==> src/core/motion_regs_pkg.sv <==
package motion_regs_pkg;

   // ***********************************************************
   // Register addresses
   // ***********************************************************
   localparam logic [4:0] ADDR_ELEC_POS = 5'h02;
   localparam logic [4:0] ADDR_MARK = 5'h03;
   localparam logic [4:0] ADDR_SPEED = 5'h04;
   localparam logic [4:0] ADDR_RAMP_UP = 5'h05;
   localparam logic [4:0] ADDR_RAMP_DOWN = 5'h06;
   localparam logic [4:0] ADDR_VEL_CEIL = 5'h07;
   localparam logic [4:0] ADDR_VEL_FLOOR = 5'h08;
   localparam logic [4:0] ADDR_TORQUE_FIRST = 5'h09;
   localparam logic [4:0] ADDR_TORQUE_LAST = 5'h0C;
   localparam logic [4:0] ADDR_FS_THRESH = 5'h15;

   // ***********************************************************
   // Widths and field positions
   // ***********************************************************
   localparam int ADDR_W = 5;
   localparam int DATA_W = 22;
   localparam int ELEC_W = 9;
   localparam int MARK_W = 22;
   localparam int SPEED_W = 20;
   localparam int RATE_W = 12;
   localparam int CEIL_W = 10;
   localparam int FLOOR_W = 13;
   localparam int FLOOR_VAL_W = 12;
   localparam int FS_W = 11;
   localparam int FS_VAL_W = 10;
   localparam int FS_BOOST_BIT = 10;
   localparam int TORQUE_W = 7;
   localparam int ACC_W = 32;
   // Internal velocity keeps 12 extra bits so 0.40 rates add to 0.28 speed
   localparam int VEL_EXTRA = 12;
   localparam int CEIL_SHIFT = 10;
   localparam int FLOOR_SHIFT = 4;

   // ***********************************************************
   // Reset values
   // ***********************************************************
   localparam logic [ELEC_W-1:0] RST_ELEC_POS = 9'h000;
   localparam logic [MARK_W-1:0] RST_MARK = 22'h000000;
   localparam logic [RATE_W-1:0] RST_RATE = 12'h08A;
   localparam logic [CEIL_W-1:0] RST_VEL_CEIL = 10'h041;
   localparam logic [FLOOR_VAL_W-1:0] RST_VEL_FLOOR = 12'h000;
   localparam logic [FS_W-1:0] RST_FS_THRESH = 11'h027;
   localparam logic [TORQUE_W-1:0] RST_TORQUE = 7'h29;
   // One sixteenth of a step in electrical position counts
   localparam logic [ELEC_W-1:0] ELEC_USTEP_INC = 9'h008;
   localparam logic [FS_W-1:0] FS_HALF_COUNT = 11'h200;

   // ***********************************************************
   // Time base
   // ***********************************************************
   localparam int CLK_PERIOD_NS = 25;
   localparam int TICK_NS = 250;
   localparam int TICK_CYC = (TICK_NS / CLK_PERIOD_NS < 1) ? 1 : TICK_NS / CLK_PERIOD_NS;
   localparam int TICK_CNT_W = 4;

   // Order matches the torque register order
   typedef enum logic [1:0] {MOT_STOPPED, MOT_CRUISE, MOT_ACCEL, MOT_DECEL} motion_e;

endpackage

==> src/core/profile_if.sv <==
`timescale 1ns/10ps
`default_nettype none
interface profile_if;
   import motion_regs_pkg::*;
   logic tick;
   logic run_req;
   logic [RATE_W-1:0] ramp_up;
   logic [RATE_W-1:0] ramp_down;
   logic [CEIL_W-1:0] ceiling;
   logic [FLOOR_VAL_W-1:0] floor_val;
   logic [SPEED_W-1:0] speed;
   motion_e state;
   modport ctrl (output tick, output run_req, output ramp_up, output ramp_down, output ceiling,
                 output floor_val, input speed, input state);
   modport gen (input tick, input run_req, input ramp_up, input ramp_down, input ceiling,
                input floor_val, output speed, output state);
endinterface
`default_nettype wire

==> src/core/torque_store.sv <==
`timescale 1ns/10ps
`default_nettype none
module torque_store
   import motion_regs_pkg::*;
#(
   parameter int DEPTH = 4,
   parameter int WIDTH = TORQUE_W
) (
   input wire logic mclk,
   input wire logic reset,
   input wire logic wr_en,
   input wire logic [$clog2(DEPTH)-1:0] wr_addr,
   input wire logic [WIDTH-1:0] wr_data,
   input wire logic [$clog2(DEPTH)-1:0] rd_a_addr,
   output logic [WIDTH-1:0] rd_a_data,
   input wire logic [$clog2(DEPTH)-1:0] rd_b_addr,
   output logic [WIDTH-1:0] rd_b_data
);
   logic [WIDTH-1:0] mem_ff [DEPTH];
   logic [WIDTH-1:0] nxt_mem [DEPTH];

   always_comb begin
      for (int i = 0; i < DEPTH; i++) begin
         nxt_mem[i] = (wr_en && wr_addr == i[$clog2(DEPTH)-1:0]) ? wr_data : mem_ff[i];
      end
   end

   always_ff @(posedge mclk or posedge reset) begin
      if (reset) begin
         for (int i = 0; i < DEPTH; i++) begin
            mem_ff[i] <= RST_TORQUE;
         end
         rd_a_data <= '0;
         rd_b_data <= '0;
      end else begin
         mem_ff <= nxt_mem;
         rd_a_data <= mem_ff[rd_a_addr];
         rd_b_data <= mem_ff[rd_b_addr];
      end
   end
endmodule
`default_nettype wire

==> src/core/velocity_ramp.sv <==
`timescale 1ns/10ps
`default_nettype none
module velocity_ramp
   import motion_regs_pkg::*;
(
   input wire logic mclk,
   input wire logic reset,
   profile_if.gen pif
);
   motion_e state_ff, nxt_state;
   logic [ACC_W-1:0] vel_ff, nxt_vel;
   logic [ACC_W:0] sum;
   logic [ACC_W-1:0] ceil_v, floor_v;

   assign pif.speed = vel_ff[ACC_W-1:VEL_EXTRA];
   assign pif.state = state_ff;

   always_comb begin
      ceil_v = ACC_W'({pif.ceiling, CEIL_SHIFT'(0)}) << VEL_EXTRA;
      floor_v = ACC_W'({pif.floor_val, FLOOR_SHIFT'(0)}) << VEL_EXTRA;
      nxt_state = state_ff;
      nxt_vel = vel_ff;
      sum = '0;
      if (pif.tick) begin
         case (state_ff)
            MOT_STOPPED: begin
               if (pif.run_req) begin
                  nxt_vel = floor_v;
                  nxt_state = MOT_ACCEL;
               end
            end
            MOT_ACCEL: begin
               sum = {1'b0, vel_ff} + (ACC_W+1)'(pif.ramp_up);
               nxt_vel = (sum[ACC_W] || sum[ACC_W-1:0] >= ceil_v) ? ceil_v : sum[ACC_W-1:0];
               if (nxt_vel < floor_v) begin
                  nxt_vel = floor_v;
               end
               if (!pif.run_req) begin
                  nxt_state = MOT_DECEL;
               end else if (nxt_vel >= ceil_v) begin
                  nxt_state = MOT_CRUISE;
               end
            end
            MOT_CRUISE: begin
               if (!pif.run_req) begin
                  nxt_state = MOT_DECEL;
               end
            end
            MOT_DECEL: begin
               sum = {1'b0, vel_ff} - (ACC_W+1)'(pif.ramp_down);
               if (pif.run_req) begin
                  nxt_state = MOT_ACCEL;
               end else if (sum[ACC_W] || sum[ACC_W-1:0] <= floor_v) begin
                  // Reaching the floor ends the move
                  nxt_vel = '0;
                  nxt_state = MOT_STOPPED;
               end else begin
                  nxt_vel = sum[ACC_W-1:0];
               end
            end
            default: nxt_state = MOT_STOPPED;
         endcase
      end
      // Ceiling may be lowered at any time, so it clamps last and on every cycle
      if (nxt_vel > ceil_v) begin
         nxt_vel = ceil_v;
      end
   end

   always_ff @(posedge mclk or posedge reset) begin
      if (reset) begin
         state_ff <= MOT_STOPPED;
         vel_ff <= '0;
      end else begin
         state_ff <= nxt_state;
         vel_ff <= nxt_vel;
      end
   end
endmodule
`default_nettype wire

==> src/core/stepper_motion_profile_regs.sv <==
`timescale 1ns/10ps
`default_nettype none
module stepper_motion_profile_regs
   import motion_regs_pkg::*;
(
   input wire logic mclk,
   input wire logic reset,
   input wire logic reg_wr,
   input wire logic reg_rd,
   input wire logic [ADDR_W-1:0] reg_addr,
   input wire logic [DATA_W-1:0] reg_wdata,
   output logic [DATA_W-1:0] reg_rdata,
   output logic reg_rvalid,
   output logic cmd_error,
   input wire logic run_req,
   input wire logic ustep_adv,
   input wire logic ustep_dir,
   output logic [ELEC_W-1:0] electrical_position,
   output logic elec_pos_load,
   output logic [SPEED_W-1:0] current_velocity,
   output logic [1:0] motion_state,
   output logic full_step_drive,
   output logic boost_drive,
   output logic [TORQUE_W-1:0] torque_ref
);

   // ***********************************************************
   // Tick generator
   // ***********************************************************
   logic [TICK_CNT_W-1:0] tick_cnt_ff, nxt_tick_cnt;
   logic tick_ff, nxt_tick;

   always_comb begin
      nxt_tick = 1'b0;
      if (tick_cnt_ff == TICK_CNT_W'(TICK_CYC - 1)) begin
         nxt_tick_cnt = '0;
         nxt_tick = 1'b1;
      end else begin
         nxt_tick_cnt = tick_cnt_ff + 1'b1;
      end
   end

   always_ff @(posedge mclk or posedge reset) begin
      if (reset) begin
         tick_cnt_ff <= '0;
         tick_ff <= 1'b0;
      end else begin
         tick_cnt_ff <= nxt_tick_cnt;
         tick_ff <= nxt_tick;
      end
   end

   // ***********************************************************
   // Profile generator
   // ***********************************************************
   profile_if pif ();
   logic running;

   velocity_ramp u_ramp (
      .mclk(mclk),
      .reset(reset),
      .pif(pif.gen)
   );

   assign running = (pif.state != MOT_STOPPED);

   // ***********************************************************
   // Register writes
   // ***********************************************************
   logic [ELEC_W-1:0] elec_pos_ff, nxt_elec_pos;
   logic [MARK_W-1:0] mark_ff, nxt_mark;
   logic [RATE_W-1:0] ramp_up_ff, nxt_ramp_up;
   logic [RATE_W-1:0] ramp_down_ff, nxt_ramp_down;
   logic [CEIL_W-1:0] ceil_ff, nxt_ceil;
   logic [FLOOR_VAL_W-1:0] floor_ff, nxt_floor;
   logic [FS_W-1:0] fs_ff, nxt_fs;
   logic cmd_error_ff, nxt_cmd_error;
   logic elec_load_ff, nxt_elec_load;
   logic torque_wr;
   logic [1:0] torque_wr_idx;
   logic is_torque_addr;

   assign is_torque_addr = (reg_addr >= ADDR_TORQUE_FIRST) && (reg_addr <= ADDR_TORQUE_LAST);

   always_comb begin
      nxt_elec_pos = elec_pos_ff;
      nxt_mark = mark_ff;
      nxt_ramp_up = ramp_up_ff;
      nxt_ramp_down = ramp_down_ff;
      nxt_ceil = ceil_ff;
      nxt_floor = floor_ff;
      nxt_fs = fs_ff;
      nxt_cmd_error = 1'b0;
      nxt_elec_load = 1'b0;
      torque_wr = 1'b0;
      torque_wr_idx = 2'(reg_addr - ADDR_TORQUE_FIRST);
      // Phase generator advances the position by one sixteenth step
      if (ustep_adv) begin
         nxt_elec_pos = ustep_dir ? elec_pos_ff + ELEC_USTEP_INC : elec_pos_ff - ELEC_USTEP_INC;
      end
      if (reg_wr) begin
         case (reg_addr)
            ADDR_ELEC_POS: begin
               if (running) begin
                  nxt_cmd_error = 1'b1;
               end else begin
                  // Written value wins over a same-cycle advance
                  nxt_elec_pos = reg_wdata[ELEC_W-1:0];
                  nxt_elec_load = 1'b1;
               end
            end
            ADDR_MARK: nxt_mark = reg_wdata[MARK_W-1:0];
            ADDR_SPEED: nxt_cmd_error = 1'b1;
            ADDR_RAMP_UP: begin
               if (running) begin
                  nxt_cmd_error = 1'b1;
               end else begin
                  nxt_ramp_up = reg_wdata[RATE_W-1:0];
               end
            end
            ADDR_RAMP_DOWN: begin
               if (running) begin
                  nxt_cmd_error = 1'b1;
               end else begin
                  nxt_ramp_down = reg_wdata[RATE_W-1:0];
               end
            end
            ADDR_VEL_CEIL: nxt_ceil = reg_wdata[CEIL_W-1:0];
            ADDR_VEL_FLOOR: begin
               if (running) begin
                  nxt_cmd_error = 1'b1;
               end else begin
                  nxt_floor = reg_wdata[FLOOR_VAL_W-1:0];
               end
            end
            ADDR_FS_THRESH: nxt_fs = reg_wdata[FS_W-1:0];
            default: begin
               torque_wr = is_torque_addr;
            end
         endcase
      end
   end

   always_ff @(posedge mclk or posedge reset) begin
      if (reset) begin
         elec_pos_ff <= RST_ELEC_POS;
         mark_ff <= RST_MARK;
         ramp_up_ff <= RST_RATE;
         ramp_down_ff <= RST_RATE;
         ceil_ff <= RST_VEL_CEIL;
         floor_ff <= RST_VEL_FLOOR;
         fs_ff <= RST_FS_THRESH;
         cmd_error_ff <= 1'b0;
         elec_load_ff <= 1'b0;
      end else begin
         elec_pos_ff <= nxt_elec_pos;
         mark_ff <= nxt_mark;
         ramp_up_ff <= nxt_ramp_up;
         ramp_down_ff <= nxt_ramp_down;
         ceil_ff <= nxt_ceil;
         floor_ff <= nxt_floor;
         fs_ff <= nxt_fs;
         cmd_error_ff <= nxt_cmd_error;
         elec_load_ff <= nxt_elec_load;
      end
   end

   assign pif.tick = tick_ff;
   assign pif.run_req = run_req;
   assign pif.ramp_up = ramp_up_ff;
   assign pif.ramp_down = ramp_down_ff;
   assign pif.ceiling = ceil_ff;
   assign pif.floor_val = floor_ff;

   // ***********************************************************
   // Torque reference store
   // ***********************************************************
   logic [TORQUE_W-1:0] torque_bus_data;
   logic [TORQUE_W-1:0] torque_live_data;

   torque_store #(
      .DEPTH(4),
      .WIDTH(TORQUE_W)
   ) u_torque (
      .mclk(mclk),
      .reset(reset),
      .wr_en(torque_wr),
      .wr_addr(torque_wr_idx),
      .wr_data(reg_wdata[TORQUE_W-1:0]),
      .rd_a_addr(torque_wr_idx),
      .rd_a_data(torque_bus_data),
      .rd_b_addr(pif.state),
      .rd_b_data(torque_live_data)
   );

   // ***********************************************************
   // Register reads
   // ***********************************************************
   // Two-cycle read: the torque store read data is itself registered
   logic rd_stage_ff, nxt_rd_stage;
   logic rd_torque_ff, nxt_rd_torque;
   logic [DATA_W-1:0] rd_hold_ff, nxt_rd_hold;
   logic [DATA_W-1:0] rdata_ff, nxt_rdata;
   logic rvalid_ff, nxt_rvalid;

   always_comb begin
      nxt_rd_stage = reg_rd;
      nxt_rd_torque = reg_rd && is_torque_addr;
      nxt_rd_hold = '0;
      case (reg_addr)
         ADDR_ELEC_POS: nxt_rd_hold = DATA_W'(elec_pos_ff);
         ADDR_MARK: nxt_rd_hold = mark_ff;
         ADDR_SPEED: nxt_rd_hold = DATA_W'(pif.speed);
         ADDR_RAMP_UP: nxt_rd_hold = DATA_W'(ramp_up_ff);
         ADDR_RAMP_DOWN: nxt_rd_hold = DATA_W'(ramp_down_ff);
         ADDR_VEL_CEIL: nxt_rd_hold = DATA_W'(ceil_ff);
         ADDR_VEL_FLOOR: nxt_rd_hold = DATA_W'({1'b0, floor_ff});
         ADDR_FS_THRESH: nxt_rd_hold = DATA_W'(fs_ff);
         default: nxt_rd_hold = '0;
      endcase
      nxt_rvalid = rd_stage_ff;
      nxt_rdata = rdata_ff;
      if (rd_stage_ff) begin
         nxt_rdata = rd_torque_ff ? DATA_W'(torque_bus_data) : rd_hold_ff;
      end
   end

   always_ff @(posedge mclk or posedge reset) begin
      if (reset) begin
         rd_stage_ff <= 1'b0;
         rd_torque_ff <= 1'b0;
         rd_hold_ff <= '0;
         rdata_ff <= '0;
         rvalid_ff <= 1'b0;
      end else begin
         rd_stage_ff <= nxt_rd_stage;
         rd_torque_ff <= nxt_rd_torque;
         rd_hold_ff <= nxt_rd_hold;
         rdata_ff <= nxt_rdata;
         rvalid_ff <= nxt_rvalid;
      end
   end

   // ***********************************************************
   // Drive mode outputs
   // ***********************************************************
   logic fs_ff_out, nxt_fs_out;
   logic boost_ff, nxt_boost;
   logic [SPEED_W-1:0] speed_out_ff, nxt_speed_out;
   logic [1:0] state_out_ff, nxt_state_out;
   logic [SPEED_W:0] fs_limit;

   always_comb begin
      // Half count added so a zero code still leaves a low microstep band
      fs_limit = (SPEED_W+1)'({fs_ff[FS_VAL_W-1:0], CEIL_SHIFT'(0)}) + (SPEED_W+1)'(FS_HALF_COUNT);
      // Strictly above: at the top code the ceiling can never pass it
      nxt_fs_out = ({1'b0, pif.speed} > fs_limit);
      nxt_boost = fs_ff[FS_BOOST_BIT];
      nxt_speed_out = pif.speed;
      nxt_state_out = pif.state;
   end

   always_ff @(posedge mclk or posedge reset) begin
      if (reset) begin
         fs_ff_out <= 1'b0;
         boost_ff <= 1'b0;
         speed_out_ff <= '0;
         state_out_ff <= '0;
      end else begin
         fs_ff_out <= nxt_fs_out;
         boost_ff <= nxt_boost;
         speed_out_ff <= nxt_speed_out;
         state_out_ff <= nxt_state_out;
      end
   end

   assign reg_rdata = rdata_ff;
   assign reg_rvalid = rvalid_ff;
   assign cmd_error = cmd_error_ff;
   assign electrical_position = elec_pos_ff;
   assign elec_pos_load = elec_load_ff;
   assign current_velocity = speed_out_ff;
   assign motion_state = state_out_ff;
   assign full_step_drive = fs_ff_out;
   assign boost_drive = boost_ff;
   assign torque_ref = torque_live_data;

endmodule
`default_nettype wire

==> config.mk <==
export PLATFORM = sky130hd
export DESIGN_NAME = stepper_motion_profile_regs
export DESIGN_NICKNAME = d
export VERILOG_FILES = /design/src/core/motion_regs_pkg.sv /design/src/core/profile_if.sv /design/src/core/torque_store.sv /design/src/core/velocity_ramp.sv /design/src/core/stepper_motion_profile_regs.sv
export SDC_FILE = /design/constraint.sdc
export NUM_CORES = 1
export LEC_CHECK = 0
export ABC_AREA = 1
export BUFFER_PORTS_ARGS = -buffer_cell sky130_fd_sc_hd__buf_2
export CAP_MARGIN = 20
export CORE_MARGIN = 2
export CORE_UTILIZATION = 65
export DETAILED_ROUTE_END_ITERATION = 8
export PLACE_DENSITY_LB_ADDON = 0.3
export SLEW_MARGIN = 20
export SYNTH_ARGS = -nofsm -noshare
export SYNTH_HDL_FRONTEND = slang
export SYNTH_SLANG_ARGS = --single-unit
==> constraint.sdc <==
create_clock -name mclk -period 14.65 [get_ports mclk]
set_clock_uncertainty 0.2 [all_clocks]
set_input_delay 2.93 -clock mclk [delete_from_list [all_inputs] [get_ports mclk]]
set_output_delay 2.93 -clock mclk [all_outputs]
set_load 0.01 [all_outputs]
==> run_results.csv <==
group,metric,value,unit
outcome,status,"complete, no violations",
setup_path,slowest_stage,"nand2_2",
grt,grt_pass1_wl,78.6,mm
synthesis,yosysTopAreaCell,"dfrtp_1",
setup_path,crit_start,"pif.ramp_up[0]",
timing,finalCritPeriodShare,60.2,%
setup_path,start_kind,"flip-flop",
setup_path,worst_setup_path_end_kind,"flip-flop",
timing,max_clock_freq,0.113,GHz
synthesis,synth_area,0.0153,mm2
finish,layout_commonest_cell,"nand2_1",
drt,drt-total-wl,51.1,mm
timing,fin_hold_ws,0.248,ns
die,core,0.0233,mm2
die,initial_core_util,65.8,%
clocking,cts_tree,"done",
timing,slew_violations,0,
drt,drc_errors,0,
placement,place_inst,2373,
clocking,cts_root_buf,"clkbuf_16",
finish,drive_above_1_share,10.1,%
die,die_y,157,um
min_path,hold_path_class,"flip-flop to flip-flop",
drt,viasPerCell,6.21,
placement,io_buffers,98,
clocking,cts_htree_levels,1,
setup_path,cp.required,14.95,ns
timing,hold_viol,0,
drt,final_antenna_net_count,0,
setup_path,critical_path_arrival,9.11,ns
finish,final_net_count,2218,
synthesis,synth_cell_type_count,57,
drt,first_pass_iters,8,
power_and_ir_drop,ir_drop,0.000124,V
drt,first_iter_violations,2022,
clocking,clock-sinks,242,
timing,setup_tns,0,ns
clocking,cts.path.max_buffers,3,
clocking,clock_latency,0.57,ns
power_and_ir_drop,pwr_density_cell,183,mW/mm2
synthesis,synth_area_leaders,"dfrtp_1, nand2_1, ha_1",
finish,finalNonFillerCells,2421,
die,dieArea,0.0248,mm2
setup_path,cp_max_fo,37,
synthesis,synthCells,2022,
grt,track_usage,41.6,%
synthesis,ys_ff_latch,242,
placement,post-dp-hpwl,38.2,mm
setup_path,worst-setup-path-type,"flip-flop to flip-flop",
synthesis,syn_area_per_cell,7.57,um2
run,cap_violations,0,
clocking,cts.repair.resized,0,
min_path,worstHoldStart,"fs_ff[10]",
timing,worst_pin_slew,1.07,ns
setup_path,timing.rr.start,"pif.ramp_up[0]",
finish,fin_area,0.0168,mm2
die,num_rows,56,
finish,syn_to_final_growth,9.73,%
die,boundaryPins,99,
finish,fin_util,72.2,%
clocking,numCtsBuffers,26,
power_and_ir_drop,leakage,8.56,nW
grt,grt_max_degree,108,
drt,vias,15046,
timing,finalSetupViolCount,0,
synthesis,synth_warnings,0,
finish,mostFrequentLayoutCells,"nand2_1, inv_1, dfrtp_1, nor2_1, o21ai_0",
synthesis,syn_nets,2158,
grt,grt_pass1_vias,14214,
die,die-width,157,um
synthesis,yosysSeqAreaShare,39.8,%
setup_path,slowest_delay,0.45,ns
clocking,ctsHoldBuffers,0,
clocking,clk_pin_slew,0.06,ns
finish,diodes,0,
synthesis,synth_edf_count,0,
clocking,cts_setup_buffers,0,
synthesis,ys_async_sr_fraction,100,%
synthesis,yosys.area.top_type_share,35.6,%
placement,gp_congestion,1.01,
grt,grt_overflow,0,
grt,antenna_found_initial,1,
timing,rsz0062_at_grt,"false",
timing,min_period,8.81,ns
synthesis,synth_ff_type,"dfrtp_1",
drt,routedWlPerCell,21.1,um
timing,relSlewSlack,28.5,%
placement,place_area,0.0159,mm2
setup_path,critPathMostFrequentCell,"nand2_1",
-- metrics by stage --
step	total power, mW	worst slack [ns]
global placement	2.32	6.28
global route	3.28	5.08
floorplan	1.94	4.91
CTS	3.02	6.03
finish	3.08	5.84
detailed placement	2.35	6.11
-- critical path: cells and delay by family, from the launching register on --
kind / cells / cell delay, ns
fa+ha+maj: 5 / 1.38
compound gates: 5 / 1.15
simple gates: 33 / 4.96
flops: 1 / 0.41
xor+xnor: 1 / 0.18
buf+inv: 3 / 0.42
-- power by group --
group / internal (mW) / switching [mW]
Combinational: 0.473 / 0.987
Sequential: 0.801 / 0.139
Clock: 0.392 / 0.287
Total: 1.67 / 1.41
-- worst paths after layout --
path / end / slack [ns] / cells after the start
worst max-delay path: u_ramp.vel_ff[25] / 5.84 / 47
worst min-delay path: boost_drive / 0.25 / 0
worst max register to register: u_ramp.vel_ff[25] / 5.84 / 47
worst min register to register: boost_drive / 0.25 / 0
max in group asynchronous: current_velocity[3] / 10.56 / 3
min in group asynchronous: reg_rdata[7] / 2.29 / 2
-- state kept, by name, indices dropped and copies added (netlist names), 2 cells and up --
register / count
ceil_ff: 10
current_velocity: 20
electrical_position: 9
floor_ff: 12
fs_ff: 11
mark_ff: 22
motion_state: 2
pif.ramp_down: 12
pif.ramp_up: 12
rd_hold_ff: 22
reg_rdata: 22
tick_cnt_ff: 4
u_ramp.pif.state: 2
u_ramp.vel_ff: 32
u_torque.mem_ff: 28
u_torque.rd_a_data: 7
u_torque.rd_b_data: 7
-- cell usage after synthesis, drive strengths merged (2+ instances only) --
library cell,n
o41ai,6
xor2,37
o2111ai,13
nand3b,6
ha,99
nor4,6
a22oi,11
o211ai,4
a21oi,95
clkbuf,56
a21o,4
nor2,210
inv,264
nand2,458
a211oi,4
o221ai,7
or2,3
fa,3
nor3,24
xnor2,9
a31oi,2
dfrtp,218
a221oi,22
nand3,119
nand4,29
a21boi,15
o22ai,40
clkinv,4
buf,17
dfstp,24
o21a,3
and2,2
o21ai,201
-- logic make-up (layout without fill, tap and decap cells) --
logic type	Yosys count	in the layout	share of synthesized area, %
adders and majority gates	102	102	8.49
AOI/OAI and AO/OA	432	432	16.7
xor gates and xnor gates	46	46	2.63
DFF	242	242	39.8
buffers and inverters	341	421	8.78
and+or+nand+nor	859	859	23.6
-- per-layer routing --
layer  up-vias  track usage [%]  share of wire, %  wire length (um)
li1       6836                -                 -                 -
met1      6981             55.4                39             19800
met2      1016             64.0                44             22600
met3       211             10.3                12              6070
met4         2             19.5               5.1              2620
met5         -                0             0.027                14
-- final cells by class --
cell class / count / area [um2]
Clock inverter: 6 / 110
Clock buffer: 42 / 761
Timing Repair Buffer: 105 / 543
Tap cell: 319 / 399
Fill cell: 1857 / 6470
Multi-Input combinational cell: 1439 / 7880
Inverter: 268 / 1010
Sequential cell: 242 / 6090
No activity file was read; power rests on OpenSTA's default activity.
